===== config.mk =====
export PLATFORM = sky130hd
export DESIGN_NAME = crc_top
export DESIGN_NICKNAME = d
export VERILOG_FILES = /design/src/crc_pkg.sv /design/src/crc_monitor.sv /design/src/crc_pulse.sv /design/src/crc_top.sv
export SDC_FILE = /design/constraint.sdc
export NUM_CORES = 1
export LEC_CHECK = 0
export ABC_AREA = 1
export BUFFER_PORTS_ARGS = -buffer_cell sky130_fd_sc_hd__buf_2
export CELL_PAD_IN_SITES_DETAIL_PLACEMENT = 0
export CELL_PAD_IN_SITES_GLOBAL_PLACEMENT = 1
export CORE_ASPECT_RATIO = 0.75
export CORE_MARGIN = 2
export CORE_UTILIZATION = 25
export CTS_CLUSTER_SIZE = 16
export DETAILED_ROUTE_END_ITERATION = 8
export PLACE_DENSITY_LB_ADDON = 0.1
export REMOVE_ABC_BUFFERS = 1
export SLEW_MARGIN = 20
export SYNTH_ARGS = -nofsm -noshare
export SYNTH_HDL_FRONTEND = slang
export SYNTH_SLANG_ARGS = --single-unit

===== constraint.sdc =====
create_clock -name I_CORE_CLK -period 4.5 [get_ports I_CORE_CLK]
set_input_delay 0.45 -clock I_CORE_CLK [delete_from_list [all_inputs] [get_ports I_CORE_CLK]]
set_output_delay 0.45 -clock I_CORE_CLK [all_outputs]
set_load 0.005 [all_outputs]

===== src/crc_pkg.sv =====
package crc_pkg;

  // Register addresses on the management port
  localparam logic [4:0] ADDR_PAGE = 5'h13;
  localparam logic [4:0] ADDR_CTRL = 5'h16;
  localparam logic [4:0] ADDR_WIN = 5'h17;
  localparam logic [4:0] ADDR_PEAK = 5'h18;
  localparam logic [4:0] ADDR_THR = 5'h19;

  // Page that holds the link-diagnostics registers
  localparam logic [1:0] PAGE_DIAG = 2'h2;
  localparam logic [1:0] PAGE_RST = 2'h0;

  // Field positions of cable_probe_control
  localparam int CTRL_EN = 15;
  localparam int CTRL_SRC100 = 14;
  localparam int CTRL_TX_RX = 13;
  localparam int CTRL_MON_RX = 12;
  localparam int CTRL_SEND = 11;
  localparam int CTRL_WID_LSB = 8;
  localparam int CTRL_MIN = 7;
  localparam int CTRL_THR_LSB = 0;

  // Field positions of probe_sample_window
  localparam int WIN_START_LSB = 8;
  localparam int WIN_STOP_LSB = 0;

  // Values after reset
  localparam logic [15:0] CTRL_RST = 16'h0000;
  localparam logic [15:0] WIN_RST = 16'h00ff;
  localparam logic [15:0] RES_RST = 16'h0000;

  // Sample step and link pulse lengths, in ns and in sample steps
  localparam int STEP_NS = 8;
  localparam int LINK_SHORT_NS = 50;
  localparam int LINK_LONG_NS = 100;
  localparam logic [3:0] LINK_SHORT_STEPS = 4'((LINK_SHORT_NS + STEP_NS - 1) / STEP_NS);
  localparam logic [3:0] LINK_LONG_STEPS = 4'((LINK_LONG_NS + STEP_NS - 1) / STEP_NS);
  // Width codes at or above this give the long link pulse
  localparam logic [2:0] LINK_LONG_CODE = 3'h4;
  localparam logic [7:0] TIMER_LAST = 8'hff;

endpackage : crc_pkg


===== src/crc_monitor.sv =====
`timescale 1ns/1ps
module crc_monitor (
  input wire logic i_clk,             // Core clock
  input wire logic i_srst,            // Synchronous reset
  input wire logic i_ce,              // Clock enable
  input wire logic i_start,           // Pulse launched, timer zero
  input wire logic i_clear,           // Function disabled
  input wire logic i_tick,            // Sample valid
  input wire logic [7:0] i_sample,    // Signed converter sample
  input wire logic [7:0] i_win_start, // First qualified step
  input wire logic [7:0] i_win_stop,  // Last sampled step
  input wire logic i_min_mode,        // Track minimum
  input wire logic [6:0] i_thr,       // Threshold magnitude
  output logic [15:0] o_peak,         // {time, value}
  output logic [15:0] o_thr,          // {time, value}
  output logic o_busy                 // Timer running
);

  logic [7:0] time_r;
  logic peak_seen_r;
  logic thr_seen_r;
  logic qual;
  logic [7:0] thr_ref;

  // Strictly beyond, so the earliest equal value keeps its time stamp
  function automatic logic beyond(input logic [7:0] a, input logic [7:0] b, input logic mn);
    return mn ? ($signed(a) < $signed(b)) : ($signed(a) > $signed(b));
  endfunction : beyond

  assign qual = o_busy && i_tick && time_r >= i_win_start && time_r <= i_win_stop;
  assign thr_ref = i_min_mode ? 8'(-{1'b0, i_thr}) : {1'b0, i_thr};

  always_ff @(posedge i_clk) begin
    if (i_srst || (i_ce && i_clear)) begin
      o_busy <= 1'b0;
      time_r <= 8'h00;
    end else if (i_ce) begin
      if (i_start) begin
        o_busy <= 1'b1;
        time_r <= 8'h00;
      end else if (o_busy && i_tick) begin
        if (time_r == i_win_stop || time_r == crc_pkg::TIMER_LAST) begin
          o_busy <= 1'b0;
        end else begin
          time_r <= time_r + 8'h01;
        end
      end
    end
  end

  always_ff @(posedge i_clk) begin
    if (i_srst || (i_ce && (i_clear || i_start))) begin
      o_peak <= crc_pkg::RES_RST;
      peak_seen_r <= 1'b0;
    end else if (i_ce && qual && (!peak_seen_r || beyond(i_sample, o_peak[7:0], i_min_mode))) begin
      o_peak <= {time_r, i_sample};
      peak_seen_r <= 1'b1;
    end
  end

  always_ff @(posedge i_clk) begin
    if (i_srst || (i_ce && (i_clear || i_start))) begin
      o_thr <= crc_pkg::RES_RST;
      thr_seen_r <= 1'b0;
    end else if (i_ce && qual && !thr_seen_r && beyond(i_sample, thr_ref, i_min_mode)) begin
      o_thr <= {time_r, i_sample};
      thr_seen_r <= 1'b1;
    end
  end
endmodule : crc_monitor


===== src/crc_pulse.sv =====
`timescale 1ns/1ps
module crc_pulse (
  input wire logic i_clk,         // Core clock
  input wire logic i_srst,        // Synchronous reset
  input wire logic i_ce,          // Clock enable
  input wire logic i_start,       // Launch request
  input wire logic i_abort,       // Function disabled
  input wire logic i_tick,        // One 8 ns sample step
  input wire logic i_src100,      // 1: data driver, 0: link driver
  input wire logic [2:0] i_width, // Width code
  output logic o_level,           // Pulse active
  output logic o_neg              // Polarity of data pulse
);

  typedef enum logic [0:0] {PG_IDLE = 1'b0, PG_DRIVE = 1'b1} crc_pg_e;

  crc_pg_e state_r;
  logic [3:0] cnt_r;

  function automatic logic [3:0] width_steps(input logic src100, input logic [2:0] w);
    if (w == 3'h0) return 4'h0;
    if (src100) return {1'b0, w};
    return (w >= crc_pkg::LINK_LONG_CODE) ? crc_pkg::LINK_LONG_STEPS
                                          : crc_pkg::LINK_SHORT_STEPS;
  endfunction : width_steps

  logic [3:0] len;
  assign len = width_steps(i_src100, i_width);

  always_ff @(posedge i_clk) begin
    if (i_srst) begin
      state_r <= PG_IDLE;
      cnt_r <= 4'h0;
      o_level <= 1'b0;
    end else if (i_ce) begin
      if (i_abort) begin
        state_r <= PG_IDLE;
        o_level <= 1'b0;
      end else if (i_start) begin
        // Zero width sends nothing
        state_r <= (len != 4'h0) ? PG_DRIVE : PG_IDLE;
        o_level <= (len != 4'h0);
        cnt_r <= len;
      end else begin
        unique case (state_r)
          PG_IDLE: o_level <= 1'b0;
          PG_DRIVE: begin
            if (i_tick) begin
              cnt_r <= cnt_r - 4'h1;
              if (cnt_r == 4'h1) begin
                state_r <= PG_IDLE;
                o_level <= 1'b0;
              end
            end
          end
        endcase
      end
    end
  end

  // Data pulses take turns in sign
  always_ff @(posedge i_clk) begin
    if (i_srst) begin
      o_neg <= 1'b0;
    end else if (i_ce && !i_abort && i_start && i_src100 && i_width != 3'h0) begin
      o_neg <= ~o_neg;
    end
  end
endmodule : crc_pulse


===== src/crc_top.sv =====
`timescale 1ns/1ps
// Overview of operation
// - Enable bit hands both drivers to probe.
// - Send bit launches pulse and starts monitor.
// - Bit 14 picks link or data driver.
// - Width bits give 0-7 data sample steps, zero none.
// - Bit 13 picks drive pair, reset transmit.
// - Bit 12 picks sampled pair, reset transmit.
// - Bit 7 tracks maximum or minimum samples.
// - Window upper byte start, lower byte stop.
// - Window resets to start 0, stop 255.
// - Window counts 8 ns steps, 2048 ns.
// - Record extreme and threshold with first time.
// - Peak at 18h, threshold at 19h, read-only.
// - Control and window only on diagnostics page.
// - Zero width still runs the monitor.
// - Timer starts when pulse is launched.
// - Data driver pulses alternate in sign.
// - Link pulse 50/100 ns, data 8 ns steps; link rounds up to 7/13 steps, 56/104 ns.
module crc_top (
  input wire logic I_CORE_CLK,           // Core clock, 200 MHz
  input wire logic I_SRST,               // Synchronous reset, high
  input wire logic I_CE,                 // Clock enable, freezes all state
  input wire logic [4:0] I_REG_ADDR,     // Management register address
  input wire logic I_REG_WR,             // Write strobe
  input wire logic I_REG_RD,             // Read strobe
  input wire logic [15:0] I_REG_WDATA,   // Write data
  output logic [15:0] O_REG_RDATA,       // Read data, one cycle after strobe
  input wire logic I_ADC_VALID,          // One sample per 8 ns step
  input wire logic [7:0] I_ADC_TX_PAIR,  // Signed sample, transmit pair
  input wire logic [7:0] I_ADC_RX_PAIR,  // Signed sample, receive pair
  output logic O_PROBE_ACTIVE,           // Drivers owned by the probe
  output logic O_DRV10_PULSE,            // Link driver pulse
  output logic O_DRV100_PULSE,           // Data driver pulse
  output logic O_DRV100_NEG,             // Data pulse is negative
  output logic O_DRV_ON_RX_PAIR,         // Pulse goes onto the receive pair
  output logic O_MON_BUSY                // Monitor timer running
);

  logic [1:0] page_r;
  logic [15:0] ctrl_r;
  logic [15:0] win_r;
  logic send_r;
  logic [15:0] rd_nxt;
  logic diag_page;
  logic wr_ctrl;
  logic wr_win;
  logic pulse_level;
  logic pulse_neg;
  logic mon_busy;
  logic [15:0] peak_res;
  logic [15:0] thr_res;
  logic [7:0] mon_sample;
  logic enabled;

  assign diag_page = (page_r == crc_pkg::PAGE_DIAG);
  assign wr_ctrl = I_REG_WR && diag_page && I_REG_ADDR == crc_pkg::ADDR_CTRL;
  assign wr_win = I_REG_WR && diag_page && I_REG_ADDR == crc_pkg::ADDR_WIN;
  assign enabled = ctrl_r[crc_pkg::CTRL_EN];

  // Page select is visible on every page
  always_ff @(posedge I_CORE_CLK) begin
    if (I_SRST) begin
      page_r <= crc_pkg::PAGE_RST;
    end else if (I_CE && I_REG_WR && I_REG_ADDR == crc_pkg::ADDR_PAGE) begin
      page_r <= I_REG_WDATA[1:0];
    end
  end

  // The send bit is a strobe and is never stored, so it always reads 0
  always_ff @(posedge I_CORE_CLK) begin
    if (I_SRST) begin
      ctrl_r <= crc_pkg::CTRL_RST;
    end else if (I_CE && wr_ctrl) begin
      ctrl_r <= I_REG_WDATA & ~(16'h0001 << crc_pkg::CTRL_SEND);
    end
  end

  always_ff @(posedge I_CORE_CLK) begin
    if (I_SRST) begin
      win_r <= crc_pkg::WIN_RST;
    end else if (I_CE && wr_win) begin
      win_r <= I_REG_WDATA;
    end
  end

  // A send only counts when the same write also keeps the function enabled
  always_ff @(posedge I_CORE_CLK) begin
    if (I_SRST) begin
      send_r <= 1'b0;
    end else if (I_CE) begin
      send_r <= wr_ctrl && I_REG_WDATA[crc_pkg::CTRL_SEND]
                && I_REG_WDATA[crc_pkg::CTRL_EN];
    end
  end

  // Peak and threshold results are read-only; writes there fall away
  always_comb begin
    rd_nxt = 16'h0000;
    if (I_REG_ADDR == crc_pkg::ADDR_PAGE) begin
      rd_nxt = {14'h0000, page_r};
    end else if (diag_page) begin
      unique case (I_REG_ADDR)
        crc_pkg::ADDR_CTRL: rd_nxt = ctrl_r;
        crc_pkg::ADDR_WIN: rd_nxt = win_r;
        crc_pkg::ADDR_PEAK: rd_nxt = peak_res;
        crc_pkg::ADDR_THR: rd_nxt = thr_res;
        default: rd_nxt = 16'h0000;
      endcase
    end
  end

  always_ff @(posedge I_CORE_CLK) begin
    if (I_SRST) begin
      O_REG_RDATA <= 16'h0000;
    end else if (I_CE && I_REG_RD) begin
      O_REG_RDATA <= rd_nxt;
    end
  end

  // Sampled pair choice
  assign mon_sample = ctrl_r[crc_pkg::CTRL_MON_RX] ? I_ADC_RX_PAIR : I_ADC_TX_PAIR;

  crc_pulse crc_pulse_inst (
    .i_clk(I_CORE_CLK),
    .i_srst(I_SRST),
    .i_ce(I_CE),
    .i_start(send_r),
    .i_abort(!enabled),
    .i_tick(I_ADC_VALID),
    .i_src100(ctrl_r[crc_pkg::CTRL_SRC100]),
    .i_width(ctrl_r[crc_pkg::CTRL_WID_LSB +: 3]),
    .o_level(pulse_level),
    .o_neg(pulse_neg)
  );

  crc_monitor crc_monitor_inst (
    .i_clk(I_CORE_CLK),
    .i_srst(I_SRST),
    .i_ce(I_CE),
    .i_start(send_r),
    .i_clear(!enabled),
    .i_tick(I_ADC_VALID),
    .i_sample(mon_sample),
    .i_win_start(win_r[crc_pkg::WIN_START_LSB +: 8]),
    .i_win_stop(win_r[crc_pkg::WIN_STOP_LSB +: 8]),
    .i_min_mode(ctrl_r[crc_pkg::CTRL_MIN]),
    .i_thr(ctrl_r[crc_pkg::CTRL_THR_LSB +: 7]),
    .o_peak(peak_res),
    .o_thr(thr_res),
    .o_busy(mon_busy)
  );

  assign O_MON_BUSY = mon_busy;

  // Driver takeover; normal line logic must yield while active
  always_ff @(posedge I_CORE_CLK) begin
    if (I_SRST) begin
      O_PROBE_ACTIVE <= 1'b0;
      O_DRV_ON_RX_PAIR <= 1'b0;
    end else if (I_CE) begin
      O_PROBE_ACTIVE <= enabled;
      O_DRV_ON_RX_PAIR <= enabled && ctrl_r[crc_pkg::CTRL_TX_RX];
    end
  end

  // Route the pulse to one driver only; costs one cycle of delay
  always_ff @(posedge I_CORE_CLK) begin
    if (I_SRST) begin
      O_DRV10_PULSE <= 1'b0;
      O_DRV100_PULSE <= 1'b0;
      O_DRV100_NEG <= 1'b0;
    end else if (I_CE) begin
      O_DRV10_PULSE <= enabled && pulse_level && !ctrl_r[crc_pkg::CTRL_SRC100];
      O_DRV100_PULSE <= enabled && pulse_level && ctrl_r[crc_pkg::CTRL_SRC100];
      O_DRV100_NEG <= pulse_neg;
    end
  end
endmodule : crc_top


==> impl_metrics.sql, run 1 <==
INSERT INTO impl_metrics (metric_group, metric, value, unit) VALUES
('finish', 'layout.core_utilization', '0.291', ''),
('global_route', 'grt_util_all_layers', '0.165', ''),
('clocking', 'cts_hold_buf', '0', ''),
('route', 'drt.antenna.violating_nets', '0', ''),
('finish', 'antenna_cells', '0', ''),
('clocking', 'path_clk_slew', '0.07', 'ns'),
('finish', 'areaGrowthSynthToFinish', '15.0', '%'),
('status', 'outcome', 'finished clean', ''),
('worst_setup_path', 'crit_path_start_kind', 'register', ''),
('global_route', 'grt_max_degree', '36', ''),
('finish', 'drive_gt1_frac', '0.148', ''),
('floorplan', 'core', '0.0228', 'sq mm'),
('worst_setup_path', 'cp_data_required_time', '4.73', 'ns'),
('worst_setup_path', 'crit_type', 'register to register', ''),
('global_route', 'first_pass_grt_wire_length', '29700', 'um'),
('sta', 'fin_hold_ws', '0.347', 'ns'),
('sta', 'slew_violations', '0', ''),
('global_route', 'grt.overflow.total', '0', ''),
('sta', 'setup_tns', '0', 'ns'),
('flow_run', 'cap_viol_max_count', '0', ''),
('sta', 'timing.final.setup_violations', '0', ''),
('floorplan', 'die_height', '136', 'um'),
('clocking', 'cts-buffers-inserted', '9', ''),
('sta', 'worst_max_slew_margin_expressed_relative_to_the_limit', '0.279', ''),
('place', 'hpwl', '14800', 'um'),
('clocking', 'post_cts_setup_buffers', '0', ''),
('hold_path', 'min_path_type', 'input pin to register', ''),
('synthesis', 'synth.lib_cells_used.distinct', '48', ''),
('worst_setup_path', 'worst-endpoint-arrival', '3.25', 'ns'),
('synthesis', 'synth.largest_area_cell', 'dfxtp_1', ''),
('floorplan', 'io-pin-count', '65', ''),
('global_route', 'number_of_global_route_vias_before_repair', '4900', ''),
('synthesis', 'yosysMostFrequentCell', 'nand2_1', ''),
('route', 'drt_first_pass_iters', '5', ''),
('sta', 'max_slew.worst_pin.slew', '1.07', 'ns'),
('global_route', 'initial_antenna_violation_count', '1', ''),
('synthesis', 'main_synth_ff_type', 'dfxtp_1', ''),
('route', 'wl_per_cell', '17.2', 'um'),
('worst_setup_path', 'path_max_fanout', '18', ''),
('floorplan', 'std_cell_rows', '48', ''),
('place', 'placedInstanceArea', '0.00631', 'sq mm'),
('clocking', 'cts_max_path_buffers', '2', ''),
('worst_setup_path', 'worst_setup_path_end_kind', 'register', ''),
('synthesis', 'ranking_of_synthesized_cells_by_area', 'dfxtp_1, nand2_1, a21oi_1, ha_1, inv_1', ''),
('route', 'postRouteWirelength', '19700', 'um'),
('route', 'first_iter_violations', '335', ''),
('synthesis', 'synth.yosys.seq_area_share', '0.364', ''),
('finish', 'postLayoutCellArea', '0.00663', 'sq mm'),
('clocking', 'cts_tree', 'yes', ''),
('power_and_ir_drop', 'power.density', '287', 'mW/mm^2'),
('synthesis', 'asyncSetResetFlopFracSynth', '0', ''),
('synthesis', 'syn_avg_cell_area', '7.32', 'sq um'),
('synthesis', 'syn_inst', '788', ''),
('power_and_ir_drop', 'vdd_drop_max', '0.183', 'mV'),
('clocking', 'cts_root_buf', 'clkbuf_16', ''),
('floorplan', 'floorplan.die_area', '0.0243', 'sq mm'),
('floorplan', 'initial_utilization', '0.253', ''),
('finish', 'final_net_count', '917', ''),
('route', 'route.detailed.vias_per_inst', '4.65', ''),
('synthesis', 'synth_edf_count', '0', ''),
('clocking', 'clock_insertion_delay_worst_skew', '0.36', 'ns'),
('place', 'gp_congestion', '0.782', ''),
('synthesis', 'synth.top_cells.by_count', 'nand2_1, dfxtp_1, a21oi_1, inv_1, nand3_1', ''),
('floorplan', 'die_span_in_x', '179', 'um'),
('sta', 'hold_violations', '0', ''),
('route', 'post-route-drc-count', '0', ''),
('synthesis', 'synth_top_area_frac', '0.364', ''),
('place', 'place.port_buffers', '64', ''),
('synthesis', 'number_of_warnings_printed_during_yosys_synthesis', '0', ''),
('route', 'route.vias.total', '5317', ''),
('sta', 'fin_crit_sh', '0.672', ''),
('synthesis', 'syn_area', '0.00577', 'sq mm'),
('sta', 'rsz0062_at_grt', 'false', ''),
('clocking', 'postCtsResizedCells', '0', ''),
('synthesis', 'postSynthRegisterBits', '105', ''),
('clocking', 'h-tree-depth', '3', ''),
('sta', 'fmax', '330', 'MHz'),
('sta', 'finalCriticalPeriod', '3.03', 'ns'),
('clocking', 'clock_sink_count', '105', ''),
('sta', 'clock-skew-final', '0.0129', 'ns'),
('power_and_ir_drop', 'total_leakage_power', '2.67', 'nW');
-- state kept, by name (all words and copies together) (netlist names), 2 cells and up --
register / count
O_REG_RDATA: 16
crc_monitor_inst.o_peak: 16
crc_monitor_inst.o_thr: 16
crc_monitor_inst.time_r: 8
crc_pulse_inst.cnt_r: 4
ctrl_r: 15
page_r: 2
win_r: 16
-- report_power, final --
group | total [W] | switching (W) | internal (W)
combinational | 0.000112 | 0.0000784 | 0.0000339
clock | 0.000865 | 0.000402 | 0.000463
sequential | 0.000929 | 0.000000413 | 0.000929
total | 0.00191 | 0.000481 | 0.00143
-- routing by layer --
layer / global-route usage / vias up / part of all wire
li1: - / 2726 / -
met1: 0.258 / 2479 / 0.54
met2: 0.230 / 101 / 0.40
met3: 0.0328 / 11 / 0.054
met4: 0.0323 / 0 / 0.0076
met5: 0 / - / 0
-- worst max-delay path, cell delays in order (launching register included) --
cell and delay [ns]:
dfxtp_1 0.34, inv_1 0.11, ha_1 0.17, inv_1 0.05, nor2_1 0.11, inv_1 0.07
o41ai_1 0.30, xnor2_1 0.16, inv_1 0.06, ha_1 0.26, nand2_1 0.06, nor2_1 0.17
nand2_1 0.09, nand2_1 0.06, nand2_1 0.05, nand2_2 0.10, nand2_2 0.07, nand2_4 0.19
nand3_4 0.26, nand2_1 0.12, a21oi_1 0.07
-- path summary, 6_finish.rpt --
kind | startpoint | to | slack, ns | cells past startpoint
max reg2reg | ctrl_r[0] | crc_monitor_inst.o_thr[9] | 1.47 | 20
min | I_REG_WDATA[7] | win_r[7] | 0.35 | 3
min reg2reg | win_r[4] | win_r[4] | 0.46 | 2
max | ctrl_r[0] | crc_monitor_inst.o_thr[9] | 1.47 | 20
-- logic make-up after synthesis --
group / synth area share
and+or+nand+nor: 0.269
buffers and inverters: 0.0972
adders and majority gates: 0.0781
DFF: 0.364
xor gates and xnor gates: 0.00759
AOI/OAI and AO/OA: 0.170
muxes: 0.0139
-- cell type report --
cell class / count / area [sq um]
Timing Repair Buffer: 70 / 365
Clock inverter: 6 / 81.3
Inverter: 97 / 364
Clock buffer: 10 / 239
Fill cell: 2524 / 16200
Tap cell: 300 / 375
Sequential cell: 105 / 2100
Multi-Input combinational cell: 555 / 3110
-- layout by cell type, fill, tap and decap left out, drive strengths merged, types with 6 or more instances in the layout --
cell type    n
nand4       22
nor2        54
clkbuf      10
a21oi       96
nor3         6
dfxtp      105
nand2      195
nand3       56
o21ai       47
mux2i        8
ha          36
inv         97
o2111ai      9
buf         70
-- per-stage QoR --
stage	cells	setup slack [ns]	power, W
final	1143	1.47	0.00191
after global routing	1143	1.04	0.00199
after detailed placement	1127	1.46	0.00107
after CTS	1143	1.44	0.00195
after floorplan	757	1.88	0.00101
after global placement	1127	1.54	0.00106
No activity file was read; power rests on OpenSTA's default activity.
==> run 2: changes to the inputs <==
Clock period 4.5 ns to 3.1 ns, I/O delays scaled along.
==> impl_metrics.sql, run 2 (synthesis results as in run 1) <==
INSERT INTO impl_metrics (metric_group, metric, value, unit) VALUES
('status', 'outcome', 'finished clean', ''),
('sta', 'rsz0062_at_grt', 'false', ''),
('finish', 'areaGrowthSynthToFinish', '16.7', '%'),
('place', 'dp.cells', '1139', ''),
('global_route', 'grt.overflow.total', '0', ''),
('route', 'postRouteWirelength', '20000', 'um'),
('sta', 'setup_tns', '0', 'ns'),
('worst_setup_path', 'path_max_fanout', '17', ''),
('finish', 'drive_gt1_frac', '0.162', ''),
('place', 'placedInstanceArea', '0.00641', 'sq mm'),
('worst_setup_path', 'worst_r2r_path_depth', '20', ''),
('clocking', 'post_cts_setup_buffers', '0', ''),
('sta', 'post-route-worst-setup-slack', '0.271', 'ns'),
('power_and_ir_drop', 'relative_contribution_of_the_clock_network_to_total_power', '0.429', ''),
('power_and_ir_drop', 'vdd_drop_max', '0.218', 'mV'),
('hold_path', 'min_delay_path_depth', '3', ''),
('clocking', 'cts_max_path_buffers', '2', ''),
('route', 'met2_wirelength', '8080', 'um'),
('power_and_ir_drop', 'pwr-share-seq', '0.507', ''),
('route', 'drt.antenna.violating_nets', '0', ''),
('hold_path', 'min_path_type', 'input pin to register', ''),
('floorplan', 'floorplan.die_area', '0.0243', 'sq mm'),
('route', 'post-route-drc-count', '0', ''),
('worst_setup_path', 'worst_setup_path_end_kind', 'register', ''),
('global_route', 'initial_antenna_violation_count', '0', ''),
('route', 'first_iter_violations', '364', ''),
('finish', 'multi_input_area', '0.00313', 'sq mm'),
('clocking', 'cts_tree', 'yes', ''),
('finish', 'final_net_count', '930', ''),
('clocking', 'clock_insertion_delay_worst_skew', '0.36', 'ns'),
('floorplan', 'initial_utilization', '0.253', ''),
('floorplan', 'core', '0.0228', 'sq mm'),
('worst_setup_path', 'timing.rr.end', 'crc_monitor_inst.o_thr[7]', ''),
('finish', 'postLayoutCellArea', '0.00673', 'sq mm'),
('worst_setup_path', 'rrSetupSlack', '0.27', 'ns'),
('power_and_ir_drop', 'power.internal', '0.00196', 'W'),
('finish', 'regArea', '0.00210', 'sq mm'),
('worst_setup_path', 'worst-endpoint-arrival', '3.12', 'ns'),
('place', 'gp_congestion', '0.824', ''),
('sta', 'clock-skew-final', '0.0132', 'ns'),
('finish', 'fillCellCount', '2519', ''),
('worst_setup_path', 'crit_path_start_kind', 'register', ''),
('worst_setup_path', 'timing.rr.start', 'ctrl_r[0]', ''),
('route', 'drt_first_pass_iters', '5', ''),
('finish', 'layout_common_cells', 'nand2_1, dfxtp_1, a21oi_1', ''),
('power_and_ir_drop', 'power_switching_share', '0.262', ''),
('power_and_ir_drop', 'power.density', '395', 'mW/mm^2'),
('hold_path', 'timing.hold.worst.start', 'I_REG_WDATA[5]', ''),
('route', 'route.vias.total', '5430', ''),
('floorplan', 'std_cell_rows', '48', ''),
('finish', 'antenna_cells', '0', ''),
('floorplan', 'die_height', '136', 'um'),
('route', 'wl_per_cell', '17.3', 'um'),
('finish', 'finish.cell_count_without_fillers', '1156', ''),
('place', 'hpwl', '15300', 'um'),
('global_route', 'grt_max_degree', '36', ''),
('floorplan', 'die_span_in_x', '179', 'um'),
('place', 'place.port_buffers', '64', ''),
('power_and_ir_drop', 'net_switching_power', '0.000696', 'W'),
('power_and_ir_drop', 'total_leakage_power', '2.73', 'nW'),
('floorplan', 'io-pin-count', '65', ''),
('sta', 'fin_crit_sh', '0.912', ''),
('finish', 'layout.cells.most_common', 'nand2_1', ''),
('flow_run', 'cap_viol_max_count', '0', ''),
('route', 'route.detailed.vias_per_inst', '4.70', ''),
('global_route', 'grt_util_all_layers', '0.168', ''),
('clocking', 'cts-buffers-inserted', '9', ''),
('sta', 'hold_violations', '0', ''),
('sta', 'timing.final.setup_violations', '0', ''),
('route', 'met3_wirelength', '1050', 'um'),
('clocking', 'clock_sink_count', '105', ''),
('clocking', 'h-tree-depth', '3', ''),
('hold_path', 'worst_hold_path.endpoint', 'win_r[5]', ''),
('clocking', 'path_clk_slew', '0.08', 'ns'),
('sta', 'worst_max_slew_margin_expressed_relative_to_the_limit', '0.315', ''),
('global_route', 'number_of_global_route_vias_before_repair', '5166', ''),
('sta', 'fmax', '354', 'MHz'),
('sta', 'max_slew.worst_pin.slew', '1.02', 'ns'),
('place', 'detailedPlace.worstSlack', '0.182', 'ns'),
('sta', 'fin_hold_ws', '0.216', 'ns'),
('worst_setup_path', 'cp_data_required_time', '3.39', 'ns'),
('route', 'wirelength_met1', '10700', 'um'),
('sta', 'slew_violations', '0', ''),
('global_route', 'first_pass_grt_wire_length', '30200', 'um'),
('worst_setup_path', 'crit_type', 'register to register', ''),
('power_and_ir_drop', 'power.combinational.fraction', '0.064', ''),
('route', 'highest-signal-layer', 'met4', ''),
('sta', 'finalCriticalPeriod', '2.83', 'ns'),
('clocking', 'cts_root_buf', 'clkbuf_16', '');
==> run 2: worst max-delay path by stage <==
stage	start	to
final	ctrl_r[0]	crc_monitor_inst.o_thr[7]
after global routing	ctrl_r[0]	crc_monitor_inst.o_thr[0]
after CTS	ctrl_r[0]	crc_monitor_inst.o_thr[11]
after detailed placement	ctrl_r[0]	crc_monitor_inst.o_thr[11]
after global placement	ctrl_r[0]	crc_monitor_inst.o_thr[13]
after floorplan	ctrl_r[0]	crc_monitor_inst.o_thr[10]
==> run 2: routing by layer <==
| metal | vias to the layer above | global-route usage |
|---|---|---|
| li1 | 2754 | - |
| met2 | 114 | 0.235 |
| met3 | 9 | 0.0314 |
| met1 | 2553 | 0.263 |
| met4 | 0 | 0.0332 |
| met5 | - | 0 |
==> run 2: repair_timing <==
item / in CTS / in global routing
resized for setup: 0 / 3
endpoints found under the setup margin: 0 / 16
hold buffers: 0 / 0
==> run 2: final cells by class <==
class,count,share of cell area
Multi-Input combinational cell,556,0.465
Sequential cell,105,0.312
Timing Repair Buffer,82,0.0700
Tap cell,300,0.0557
Inverter,97,0.0541
Clock buffer,9,0.0334
Clock inverter,7,0.00966
==> run 2: power by group through the flow <==
stage          clock network, W  registers [W]  logic (W)
6_report                0.00114        0.00135   0.000171
5_1_grt                 0.00122        0.00135   0.000192
4_1_cts                 0.00117        0.00135   0.000169
3_5_place_dp                  0        0.00138   0.000169
3_3_place_gp                  0        0.00138   0.000168
2_1_floorplan                 0        0.00138  0.0000798
==> run 2: stage by stage <==
stage                     utilization  total power (W)
after floorplan                     -          0.00146
after global placement          0.281          0.00155
after detailed placement        0.281          0.00155
after CTS                       0.294          0.00269
after global routing            0.295          0.00276
final                           0.295          0.00266
==> run 2: worst max-delay path: stages (launching register included) <==
cell,delay (ns)
dfxtp_1,0.34
inv_1,0.12
ha_1,0.16
inv_1,0.05
nor2_1,0.12
inv_1,0.09
o41ai_2,0.23
xnor2_1,0.16
inv_1,0.07
ha_1,0.27
nand2_1,0.06
nor2_1,0.15
nand2_1,0.09
nand2_1,0.06
nand2_1,0.06
nand2_2,0.09
nand2_2,0.07
nand2_4,0.10
buf_6,0.19
nand4_1,0.11
a21oi_1,0.18
